`config.mk`:
```
export PLATFORM = sky130hd
export DESIGN_NAME = adcc_top
export DESIGN_NICKNAME = d
export VERILOG_FILES = /design/src/adcc_pkg.sv /design/src/adcc_sync.sv /design/src/adcc_delay.sv /design/src/adcc_top.sv
export VERILOG_INCLUDE_DIRS = /design/src
export SDC_FILE = /design/constraint.sdc
export NUM_CORES = 1
export LEC_CHECK = 0
export BUFFER_PORTS_ARGS = -buffer_cell sky130_fd_sc_hd__buf_2
export CORE_UTILIZATION = 25
export DETAILED_ROUTE_END_ITERATION = 6
export GPL_TIMING_DRIVEN = 0
export PLACE_DENSITY = 0.4
export SETUP_SLACK_MARGIN = 0.3
export SLEW_MARGIN = 10
export SYNTH_ARGS = -nofsm -noshare
export SYNTH_HDL_FRONTEND = slang
export SYNTH_HIERARCHICAL = 1
export SYNTH_SLANG_ARGS = --single-unit
```
`constraint.sdc`:
```
create_clock -name REF_CLK -period 8.9 [get_ports REF_CLK]
set_input_delay 0.89 -clock REF_CLK [delete_from_list [all_inputs] [get_ports REF_CLK]]
set_output_delay 0.89 -clock REF_CLK [all_outputs]
set_load 0.01 [all_outputs]
```
`src/adcc_cfg.svh`:
```
`ifndef ADCC_CFG_SVH
`define ADCC_CFG_SVH

// ----------------------------------------------------------------------
// Register map
// ----------------------------------------------------------------------
`define ADCC_OFS_CTRL        8'h00
`define ADCC_OFS_STATUS      8'h04
`define ADCC_CTRL_RESET      32'h0000_0000

// CTRL fields
`define ADCC_CTRL_EXT        0
`define ADCC_CTRL_LEVEL      1
`define ADCC_CTRL_EDGE_LO    2
`define ADCC_CTRL_EDGE_HI    3
`define ADCC_CTRL_FSR_LO     4
`define ADCC_CTRL_FSR_HI     6
`define ADCC_CTRL_POWER_UP_CAL_DELAY_SELECT     7

// STATUS fields
`define ADCC_STAT_CALACT     0
`define ADCC_STAT_PDOWN      1
`define ADCC_STAT_OVR        2
`define ADCC_STAT_HOLD       3

// ----------------------------------------------------------------------
// Timing counts in REF_CLK cycles
// ----------------------------------------------------------------------
`define ADCC_CAL_LOW_CYC     16'd80
`define ADCC_CAL_HIGH_CYC    16'd80
`define ADCC_TRIM_CYC        16'd64
`define ADCC_CALIB_CYC       16'd256
`define ADCC_PU_SHORT_CYC    1024
`define ADCC_PU_LONG_CYC     8192
`define ADCC_BOOT_CYC        2'd3

// ----------------------------------------------------------------------
// Pipeline
// ----------------------------------------------------------------------
`define ADCC_PRI_DEPTH       12
`define ADCC_FULL_GAIN       4'd8
`define ADCC_LOW_FSR_GAIN    4'd10
`define ADCC_MID_CODE        11'sd128

`endif

```
`src/adcc_pkg.sv`:
```
package adcc_pkg;

  typedef enum logic [6:0] {
    ST_BOOT    = 7'b000_0001,
    ST_PU_WAIT = 7'b000_0010,
    ST_HOLD    = 7'b000_0100,
    ST_TRIM    = 7'b000_1000,
    ST_CALIB   = 7'b001_0000,
    ST_ACTIVE  = 7'b010_0000,
    ST_PDOWN   = 7'b100_0000
  } adcc_state_e;

  // Three-level pin code: 00 low, 11 high, 01 mid-supply, 10 floating
  typedef logic [1:0] adcc_tri_t;

  // Output word with its clip flag
  typedef logic [8:0] adcc_word_t;

endpackage : adcc_pkg

```
`src/adcc_sync.sv`:
```
`timescale 1ns/1ps
module adcc_sync #(
  parameter int W = 1
) (
  input  wire logic         clk,
  input  wire logic         rst_b,
  input  wire logic [W-1:0] d,
  output logic      [W-1:0] q
);
  logic [W-1:0] s1_q;
  logic [W-1:0] s2_q;

  always_ff @(posedge clk or negedge rst_b) begin
    if (!rst_b) begin
      s1_q <= '0;
      s2_q <= '0;
    end else begin
      s1_q <= d;
      s2_q <= s1_q;
    end
  end

  assign q = s2_q;
endmodule : adcc_sync

```
`src/adcc_delay.sv`:
```
`timescale 1ns/1ps
module adcc_delay #(
  parameter int W     = 18,
  parameter int DEPTH = 1
) (
  input  wire logic         clk,
  input  wire logic         rst_b,
  input  wire logic [W-1:0] d,
  output logic      [W-1:0] q
);
  logic [W-1:0] pipe_q [DEPTH];
  logic [W-1:0] pipe_d [DEPTH];

  always_comb begin
    pipe_d[0] = d;
    for (int i = 1; i < DEPTH; i++) begin
      pipe_d[i] = pipe_q[i-1];
    end
  end

  always_ff @(posedge clk or negedge rst_b) begin
    if (!rst_b) begin
      for (int i = 0; i < DEPTH; i++) begin
        pipe_q[i] <= '0;
      end
    end else begin
      for (int i = 0; i < DEPTH; i++) begin
        pipe_q[i] <= pipe_d[i];
      end
    end
  end

  assign q = pipe_q[DEPTH-1];
endmodule : adcc_delay

```
`src/adcc_top.sv`:
```
// The AXI4-Lite slave port and the register offsets were decided locally.
`timescale 1ns/1ps
`include "adcc_cfg.svh"
module adcc_top #(
  parameter int PU_SHORT_CYC = `ADCC_PU_SHORT_CYC,
  parameter int PU_LONG_CYC  = `ADCC_PU_LONG_CYC
) (
  input  wire logic              REF_CLK,
  input  wire logic              RST_B,
  input  wire logic signed [9:0] I_SAMPLE,
  input  wire logic signed [9:0] Q_SAMPLE,
  input  wire logic              CAL_REQUEST,
  input  wire logic              POWER_DOWN_INPUT,
  input  wire logic              POWER_UP_CAL_DELAY_SELECT,
  input  wire logic              FULL_SCALE_RANGE_SELECT,
  input  wire logic              OUTPUT_LEVEL_SELECT,
  input  wire logic [1:0]        OUTPUT_EDGE_RATE_SELECT,
  output logic [7:0]             I_PRIMARY_BUS,
  output logic [7:0]             I_DELAYED_BUS,
  output logic [7:0]             Q_PRIMARY_BUS,
  output logic [7:0]             Q_DELAYED_BUS,
  output logic                   DATA_OE_B,
  output logic                   OUT_OF_RANGE,
  output logic                   FORWARDED_OUTPUT_CLOCK,
  output logic                   CALIBRATION_ACTIVE,
  output logic                   OUTPUT_LEVEL,
  output logic [1:0]             OUTPUT_EDGE_RATE,
  input  wire logic              S_AXI_AWVALID,
  output logic                   S_AXI_AWREADY,
  input  wire logic [7:0]        S_AXI_AWADDR,
  input  wire logic              S_AXI_WVALID,
  output logic                   S_AXI_WREADY,
  input  wire logic [31:0]       S_AXI_WDATA,
  input  wire logic [3:0]        S_AXI_WSTRB,
  output logic                   S_AXI_BVALID,
  input  wire logic              S_AXI_BREADY,
  output logic [1:0]             S_AXI_BRESP,
  input  wire logic              S_AXI_ARVALID,
  output logic                   S_AXI_ARREADY,
  input  wire logic [7:0]        S_AXI_ARADDR,
  output logic                   S_AXI_RVALID,
  input  wire logic              S_AXI_RREADY,
  output logic [31:0]            S_AXI_RDATA,
  output logic [1:0]             S_AXI_RRESP
);

  // --------------------------------------------------------------------
  // Pin synchronisers
  // --------------------------------------------------------------------
  logic [6:0] pins_s;
  logic       cal_s;
  logic       pd_s;
  logic       dly_s;
  logic       fsr_s;
  logic       lvl_s;
  adcc_pkg::adcc_tri_t edge_s;

  adcc_sync #(.W(7)) u_sync (
    .clk   (REF_CLK),
    .rst_b (RST_B),
    .d     ({CAL_REQUEST, POWER_DOWN_INPUT, POWER_UP_CAL_DELAY_SELECT,
             FULL_SCALE_RANGE_SELECT, OUTPUT_LEVEL_SELECT, OUTPUT_EDGE_RATE_SELECT}),
    .q     (pins_s)
  );
  assign {cal_s, pd_s, dly_s, fsr_s, lvl_s, edge_s} = pins_s;

  // --------------------------------------------------------------------
  // Settings: pins or registers
  // --------------------------------------------------------------------
  logic [31:0] ctrl_q;
  logic [31:0] ctrl_d;
  logic        ext;
  logic [1:0]  edge_pin;
  logic [3:0]  gain;
  logic        dly_long;

  assign ext = ctrl_q[`ADCC_CTRL_EXT];
  // Mid-supply decodes exactly as floating
  assign edge_pin = (edge_s == 2'h0) ? 2'h0 : (edge_s == 2'h3) ? 2'h1 : 2'h2;
  assign OUTPUT_LEVEL     = ext ? ctrl_q[`ADCC_CTRL_LEVEL] : lvl_s;
  assign OUTPUT_EDGE_RATE = ext ? ctrl_q[`ADCC_CTRL_EDGE_HI:`ADCC_CTRL_EDGE_LO]
                                : edge_pin;
  assign dly_long = ext ? ctrl_q[`ADCC_CTRL_POWER_UP_CAL_DELAY_SELECT] : dly_s;
  assign gain = ext ? (`ADCC_FULL_GAIN + {1'b0, ctrl_q[`ADCC_CTRL_FSR_HI:`ADCC_CTRL_FSR_LO]})
                    : (fsr_s ? `ADCC_FULL_GAIN : `ADCC_LOW_FSR_GAIN);

  // --------------------------------------------------------------------
  // Calibration command detector
  // --------------------------------------------------------------------
  logic [15:0] lo_cnt_q;
  logic [15:0] lo_cnt_d;
  logic [15:0] hi_cnt_q;
  logic [15:0] hi_cnt_d;
  logic        armed_q;
  logic        armed_d;
  logic        cmd_valid;
  logic        pd_eff;

  always_comb begin
    lo_cnt_d  = lo_cnt_q;
    hi_cnt_d  = hi_cnt_q;
    armed_d   = armed_q;
    cmd_valid = 1'b0;
    if (pd_eff) begin
      lo_cnt_d = '0;
      hi_cnt_d = '0;
      armed_d  = 1'b0;
    end else if (!cal_s) begin
      hi_cnt_d = '0;
      if (lo_cnt_q != 16'hffff) begin
        lo_cnt_d = lo_cnt_q + 16'h1;
      end
      if (lo_cnt_q >= `ADCC_CAL_LOW_CYC - 16'h1) begin
        armed_d = 1'b1;
      end
    end else begin
      lo_cnt_d = '0;
      if (armed_q) begin
        hi_cnt_d = hi_cnt_q + 16'h1;
        if (hi_cnt_q == `ADCC_CAL_HIGH_CYC - 16'h1) begin
          cmd_valid = 1'b1;
          armed_d   = 1'b0;
          hi_cnt_d  = '0;
        end
      end
    end
  end

  always_ff @(posedge REF_CLK or negedge RST_B) begin
    if (!RST_B) begin
      lo_cnt_q <= '0;
      hi_cnt_q <= '0;
      armed_q  <= 1'b0;
    end else begin
      lo_cnt_q <= lo_cnt_d;
      hi_cnt_q <= hi_cnt_d;
      armed_q  <= armed_d;
    end
  end

  // --------------------------------------------------------------------
  // Calibration sequencer
  // --------------------------------------------------------------------
  adcc_pkg::adcc_state_e st_q;
  adcc_pkg::adcc_state_e st_d;
  logic [15:0] cnt_q;
  logic [15:0] cnt_d;
  logic [1:0]  boot_q;
  logic [1:0]  boot_d;
  logic        hold_q;
  logic        hold_d;
  logic [15:0] pu_cyc;

  assign pu_cyc = dly_long ? 16'(PU_LONG_CYC) : 16'(PU_SHORT_CYC);
  assign pd_eff = (st_q == adcc_pkg::ST_PDOWN) | (pd_s & (st_q != adcc_pkg::ST_TRIM)
                  & (st_q != adcc_pkg::ST_CALIB));

  always_comb begin
    st_d   = st_q;
    cnt_d  = cnt_q;
    boot_d = boot_q;
    hold_d = hold_q;
    case (st_q)
      adcc_pkg::ST_BOOT: begin
        boot_d = boot_q + 2'h1;
        if (boot_q == `ADCC_BOOT_CYC) begin
          hold_d = cal_s;
          cnt_d  = '0;
          st_d   = adcc_pkg::ST_PU_WAIT;
        end
      end
      adcc_pkg::ST_PU_WAIT: begin
        if (!pd_s) begin
          cnt_d = cnt_q + 16'h1;
          if (cnt_q >= pu_cyc - 16'h1) begin
            cnt_d = '0;
            st_d  = hold_q ? adcc_pkg::ST_HOLD : adcc_pkg::ST_TRIM;
          end
        end
      end
      adcc_pkg::ST_HOLD: begin
        if (cmd_valid) begin
          hold_d = 1'b0;
          st_d   = adcc_pkg::ST_TRIM;
        end
      end
      adcc_pkg::ST_TRIM: begin
        cnt_d = cnt_q + 16'h1;
        if (cnt_q == `ADCC_TRIM_CYC - 16'h1) begin
          cnt_d = '0;
          st_d  = adcc_pkg::ST_CALIB;
        end
      end
      adcc_pkg::ST_CALIB: begin
        cnt_d = cnt_q + 16'h1;
        if (cnt_q == `ADCC_CALIB_CYC - 16'h1) begin
          cnt_d = '0;
          st_d  = pd_s ? adcc_pkg::ST_PDOWN : adcc_pkg::ST_ACTIVE;
        end
      end
      adcc_pkg::ST_ACTIVE: begin
        if (pd_s) begin
          st_d = adcc_pkg::ST_PDOWN;
        end else if (cmd_valid) begin
          st_d = adcc_pkg::ST_TRIM;
        end
      end
      adcc_pkg::ST_PDOWN: begin
        if (!pd_s) begin
          st_d = adcc_pkg::ST_ACTIVE;
        end
      end
      default: begin
        st_d = adcc_pkg::ST_BOOT;
      end
    endcase
  end

  always_ff @(posedge REF_CLK or negedge RST_B) begin
    if (!RST_B) begin
      st_q   <= adcc_pkg::ST_BOOT;
      cnt_q  <= '0;
      boot_q <= '0;
      hold_q <= 1'b0;
    end else begin
      st_q   <= st_d;
      cnt_q  <= cnt_d;
      boot_q <= boot_d;
      hold_q <= hold_d;
    end
  end

  assign CALIBRATION_ACTIVE = (st_q == adcc_pkg::ST_TRIM) | (st_q == adcc_pkg::ST_CALIB);

  // --------------------------------------------------------------------
  // Conversion, clipping and demultiplexing
  // --------------------------------------------------------------------
  function automatic adcc_pkg::adcc_word_t adcc_code(input logic signed [9:0] raw,
                                                     input logic [3:0] g);
    logic signed [14:0] prod;
    logic signed [10:0] scaled;
    prod   = raw * $signed({1'b0, g});
    scaled = 11'(prod >>> 3);
    if (scaled < -`ADCC_MID_CODE) begin
      adcc_code = {1'b1, 8'h00};
    end else if (scaled > `ADCC_MID_CODE - 11'sd1) begin
      adcc_code = {1'b1, 8'hff};
    end else begin
      adcc_code = {1'b0, 8'(scaled + `ADCC_MID_CODE)};
    end
  endfunction : adcc_code

  adcc_pkg::adcc_word_t i_code_q;
  adcc_pkg::adcc_word_t q_code_q;
  logic [17:0] pri_w;
  logic [17:0] del_w;
  logic        fclk_q;
  logic        fclk_d;
  logic        halt;
  logic        upd;
  logic        upd_q;
  logic [33:0] out_q;
  logic [33:0] out_d;

  // Same gain for both channels
  always_ff @(posedge REF_CLK or negedge RST_B) begin
    if (!RST_B) begin
      i_code_q <= '0;
      q_code_q <= '0;
    end else begin
      i_code_q <= adcc_code(I_SAMPLE, gain);
      q_code_q <= adcc_code(Q_SAMPLE, gain);
    end
  end

  adcc_delay #(.W(18), .DEPTH(`ADCC_PRI_DEPTH)) u_pri (
    .clk   (REF_CLK),
    .rst_b (RST_B),
    .d     ({i_code_q, q_code_q}),
    .q     (pri_w)
  );
  adcc_delay #(.W(18), .DEPTH(1)) u_del (
    .clk   (REF_CLK),
    .rst_b (RST_B),
    .d     (pri_w),
    .q     (del_w)
  );

  assign halt   = (st_q == adcc_pkg::ST_TRIM) | (st_q == adcc_pkg::ST_PDOWN);
  assign fclk_d = halt ? fclk_q : ~fclk_q;
  assign upd    = ~halt & fclk_q;

  always_comb begin
    out_d = out_q;
    if (upd) begin
      out_d = {pri_w[7:0], del_w[7:0], pri_w[16:9], del_w[16:9],
               pri_w[17] | pri_w[8] | del_w[17] | del_w[8], 1'b0};
    end
    out_d[0] = pd_eff;
  end

  always_ff @(posedge REF_CLK or negedge RST_B) begin
    if (!RST_B) begin
      fclk_q <= 1'b0;
      upd_q  <= 1'b0;
      out_q  <= '0;
    end else begin
      fclk_q <= fclk_d;
      upd_q  <= upd;
      out_q  <= out_d;
    end
  end

  assign {Q_PRIMARY_BUS, Q_DELAYED_BUS, I_PRIMARY_BUS, I_DELAYED_BUS,
          OUT_OF_RANGE, DATA_OE_B} = out_q;
  assign FORWARDED_OUTPUT_CLOCK = fclk_q;

  // --------------------------------------------------------------------
  // AXI4-Lite slave
  // --------------------------------------------------------------------
  logic        aw_q, aw_d, w_q, w_d, bv_q, bv_d, rv_q, rv_d;
  logic [7:0]  awa_q, awa_d;
  logic [31:0] wd_q, wd_d, rd_q, rd_d;
  logic [1:0]  br_q, br_d, rr_q, rr_d;
  logic [31:0] status;

  assign status = {28'h0, hold_q, OUT_OF_RANGE, st_q == adcc_pkg::ST_PDOWN,
                   CALIBRATION_ACTIVE};
  assign S_AXI_AWREADY = ~aw_q & ~bv_q;
  assign S_AXI_WREADY  = ~w_q & ~bv_q;
  assign S_AXI_ARREADY = ~rv_q;

  always_comb begin
    aw_d = aw_q; w_d = w_q; bv_d = bv_q; rv_d = rv_q;
    awa_d = awa_q; wd_d = wd_q; rd_d = rd_q; br_d = br_q; rr_d = rr_q;
    ctrl_d = ctrl_q;
    if (S_AXI_AWVALID && S_AXI_AWREADY) begin
      aw_d  = 1'b1;
      awa_d = S_AXI_AWADDR;
    end
    if (S_AXI_WVALID && S_AXI_WREADY) begin
      w_d  = 1'b1;
      wd_d = S_AXI_WDATA & {24'h0, {8{S_AXI_WSTRB[0]}}};
    end
    if (aw_q && w_q) begin
      aw_d = 1'b0;
      w_d  = 1'b0;
      bv_d = 1'b1;
      br_d = 2'h2;
      if (awa_q == `ADCC_OFS_CTRL) begin
        ctrl_d = {24'h0, (wd_q[7:0] & {8{S_AXI_WSTRB[0]}}) |
                 (ctrl_q[7:0] & ~{8{S_AXI_WSTRB[0]}})};
        br_d   = 2'h0;
      end else if (awa_q == `ADCC_OFS_STATUS) begin
        br_d = 2'h0;
      end
    end
    if (bv_q && S_AXI_BREADY) begin
      bv_d = 1'b0;
    end
    if (S_AXI_ARVALID && S_AXI_ARREADY) begin
      rv_d = 1'b1;
      rr_d = 2'h0;
      rd_d = '0;
      case (S_AXI_ARADDR)
        `ADCC_OFS_CTRL:   rd_d = ctrl_q;
        `ADCC_OFS_STATUS: rd_d = status;
        default:          rr_d = 2'h2;
      endcase
    end else if (rv_q && S_AXI_RREADY) begin
      rv_d = 1'b0;
    end
  end

  always_ff @(posedge REF_CLK or negedge RST_B) begin
    if (!RST_B) begin
      aw_q <= 1'b0; w_q <= 1'b0; bv_q <= 1'b0; rv_q <= 1'b0;
      awa_q <= '0; wd_q <= '0; rd_q <= '0; br_q <= '0; rr_q <= '0;
      ctrl_q <= `ADCC_CTRL_RESET;
    end else begin
      aw_q <= aw_d; w_q <= w_d; bv_q <= bv_d; rv_q <= rv_d;
      awa_q <= awa_d; wd_q <= wd_d; rd_q <= rd_d; br_q <= br_d; rr_q <= rr_d;
      ctrl_q <= ctrl_d;
    end
  end

  assign S_AXI_BVALID = bv_q;
  assign S_AXI_BRESP  = br_q;
  assign S_AXI_RVALID = rv_q;
  assign S_AXI_RDATA  = rd_q;
  assign S_AXI_RRESP  = rr_q;

  // Cycles since reset; a reset flushes the pipeline but not the sample history
  logic [3:0] warm_q;
  logic [3:0] warm_d;

  assign warm_d = (warm_q == 4'hf) ? warm_q : warm_q + 4'h1;

  always_ff @(posedge REF_CLK or negedge RST_B) begin
    if (!RST_B) begin
      warm_q <= '0;
    end else begin
      warm_q <= warm_d;
    end
  end
endmodule : adcc_top

```
==> impl_metrics.csv <==
group,metric,value,unit
status,status,"finished clean",
critical_path,crit_slowest_cell,"clkbuf_1",
layout,synthToLayoutAreaGrowth,20.53,%
timing,finalCriticalPeriod,4.947,ns
place,gp_congestion,0.7964,
timing,slew-limit-headroom,48.24,%
timing,finalSetupViolCount,0,
critical_path,crit_path_cell_trace,"buf_2 -> clkbuf_1 -> and3_1 -> ha_1 -> fa_1 -> inv_1 -> fa_1 -> inv_1 -> ha_1 -> clkbuf_1 -> a21oi_1 -> a21boi_0 -> nor3_1 -> o21a_1 -> nor3_1 -> nor2_1 -> o21ai_0",
layout,layout.cells.non_filler,2399,
critical_path,path_class,"reg -> reg",
timing,max_freq,202.2,MHz
worst_hold_path,hold_path_class,"in -> async",
floorplanning,die_x,258.2,um
critical_path,path_max_fanout,10,
clock_network,post_cts_buffers,0,
route,drt_iter0_drc,527,
critical_path,critical_path_depth,17,
critical_path,startpoint_type,"flop",
timing,finClkSkew,0.01077,ns
critical_path,critPathMaxStageDelay,0.60,ns
clock_network,cts_max_level,2,
critical_path,r2r_cells,17,
global_route,grt_max_degree,115,
critical_path,crit_buf_inv,5,
global_route,grt_pass1_vias,10175,
logic_synthesis,ys_ff_latch,398,
route,dr.pass1.iters,4,
logic_synthesis,syn_inst,1327,
clock_network,cts_buffer_depth,3,
layout,drive_above_1_share,19.30,%
floorplanning,die_y,258.2,um
clock_network,cts_buffers,45,
route,ant_nets,0,
critical_path,critical_path.top_delay_family,"adder cells",
route,routed_wl,32.85,mm
logic_synthesis,synth_area_leader_cell,"dfrtp_1",
layout,multi_input_area,5798,um^2
timing,drv_slew,0,
global_route,overflow,0,
clock_network,cts.clk_slew.worst_paths,0.07,ns
power_and_ir_drop,p_per_area,240.4,nW/um^2
global_route,grt_use_total,10.10,%
global_route,grt_pass1_wl,54.59,mm
floorplanning,initial_utilization,25.37,%
logic_synthesis,ys_top_cells_by_area,"dfrtp_1 61%, fa_1 4.9%, ha_1 4.0%",
timing,worst_slack,3.953,ns
logic_synthesis,seq_area_frac_synth,60.69,%
clock_network,clk_latency,0.56,ns
critical_path,end_kind,"flop",
power_and_ir_drop,leakagePower,8.750,nW
place,io_buffers,110,
timing,rsz0062_at_grt,"false",
timing,tns,0,ns
logic_synthesis,syn_avg_cell_area,12.37,um^2
layout,final_util,30.58,%
critical_path,r2r_setup_slack,3.95,ns
layout,final_nets,1690,
route,wl_per_cell,13.69,um
global_route,antenna_found_initial,1,
clock_network,cts_resized,0,
timing,hold_violations,0,
logic_synthesis,synth_common_cells,"397 x dfrtp_1, 100 x nand2_1, 94 x inv_1",
place,dp_cells,2320,
timing,fin_crit_sh,55.58,%
layout,antenna_cells,0,
logic_synthesis,ys_warn_count,6,
logic_synthesis,synth_edf_count,0,
layout,regArea,9961,um^2
route,via_count,10029,
layout,finish.instance_area,19780,um^2
power_and_ir_drop,ir_drop,0.0001403,V
critical_path,required,9.37,ns
place,dpl_cell_area,18220,um^2
clock_network,cts_sinks,398,
floorplanning,rows,93,
logic_synthesis,synth_top_cell_area_share,60.53,%
logic_synthesis,synth.most_common_cell,"dfrtp_1",
run,drv_cap,0,
logic_synthesis,synth_async_sr_flop_share,100.0,%
floorplanning,die-area,66680,um^2
logic_synthesis,synthFlopType,"dfrtp_1",
critical_path,crit_end,"i_code_q[5]",
place,dp_slack,3.885,ns
floorplanning,core,64700,um^2
route,drc,0,
clock_network,cts-hold-fix-buffers,0,
route,vias_per_cell,4.180,
layout,fillers,6720,
logic_synthesis,synth.distinct_cells,79,
timing,tightestPinTransition,0.7765,ns
logic_synthesis,syn-cell-area,16410,um^2
floorplanning,pin_count,166,
critical_path,reg2reg_to,"i_code_q[5]",
place,hpwlAfterDp,22.88,mm
clock_network,clockRootBuffer,"clkbuf_16",
critical_path,cp_data_arrival_time,5.41,ns
clock_network,cts_tree,"yes",
-- metrics by stage --
step | total power [mW] | hold slack, ns
4_1_cts | 4.864 | 0.3286
3_3_place_gp | 2.870 | 0.3314
3_5_place_dp | 2.885 | 0.3347
2_1_floorplan | 2.659 | 0.3312
5_1_grt | 5.031 | 0.3424
6_report | 4.755 | 0.3231
-- layout make-up --
type | instances | area share (%)
clock inverters | 16 | 1.410
repair buffers | 113 | 3.251
clock buffers | 63 | 6.489
well taps | 855 | 5.408
multi-input cells | 792 | 29.31
flip-flops and latches | 398 | 50.35
inverters | 94 | 1.784
plain buffers | 68 | 1.999
-- report_power, final --
part | internal, mW | leakage, nW | switching (mW) | total [mW]
logic | 0.202 | 3.47 | 0.270 | 0.473
registers | 2.23 | 4.52 | 0.135 | 2.36
clock network | 1.18 | 0.758 | 0.735 | 1.92
total | 3.62 | 8.75 | 1.14 | 4.76
-- worst min-delay path by stage --
stage                            from                 to  slack [ns]  cells after the start
floorplan            u_pri/pipe_d[18]    u_pri/pipe_d[0]        0.33                      0
global placement    u_pri/pipe_d[156]  u_pri/pipe_d[138]        0.33                      0
detailed placement  u_pri/pipe_d[123]  u_pri/pipe_d[105]        0.33                      0
CTS                 u_pri/pipe_d[166]  u_pri/pipe_d[148]        0.33                      0
global route        u_pri/pipe_d[150]  u_pri/pipe_d[132]        0.34                      0
finish                          RST_B        lo_cnt_q[2]        0.32                      1
-- logic make-up after synthesis --
kind of cell,count (synthesis),synth area share [%]
AOI/OAI and AO/OA,203,8.035
buffers and inverters,162,4.559
and+or+nand+nor,377,11.97
adders and majority gates,92,8.843
other,1,0.02285
xor gates and xnor gates,32,1.708
muxes,62,4.177
DFF,398,60.69
-- layer usage --
metal | vias up | global-route usage, % | part of all wire [%]
met1 | 4942 | 14.58 | 50
li1 | 4857 | - | -
met4 | 0 | 3.517 | 2.1
met3 | 48 | 1.819 | 4.6
met5 | - | 0 | 0
met2 | 182 | 15.12 | 43
-- cell usage in the layout, fill, tap and decap left out, types with 14 or more instances in the layout --
master | synthesis | final
nor3_1 | 16 | 16
and3_1 | 58 | 58
dfrtp_1 | 397 | 397
a21oi_1 | 36 | 36
ha_1 | 52 | 52
nand3_1 | 38 | 38
mux2_2 | 52 | 52
fa_1 | 40 | 40
buf_2 | 7 | 116
nor2_1 | 79 | 79
xor2_1 | 18 | 18
buf_4 | 27 | 27
xnor2_1 | 14 | 14
o21ai_0 | 71 | 71
nand2_1 | 100 | 100
conb_1 | 1 | 26
inv_1 | 94 | 94
clkbuf_16 | 0 | 45
clkbuf_1 | 27 | 36
-- state kept, by name, summed over array words and instances, names as in the netlist, 8 cells and up, named ones only --
| register | count |
|---|---|
| awa_q | 8 |
| lo_cnt_q | 16 |
| out_q | 34 |
| wd_q | 8 |
| i_code_q | 9 |
| u_del/q | 18 |
| cnt_q | 16 |
| S_AXI_RDATA | 8 |
| u_pri/pipe_d | 198 |
| u_pri/q | 18 |
| q_code_q | 9 |
| hi_cnt_q | 16 |
(Power assumes the default switching activity.)
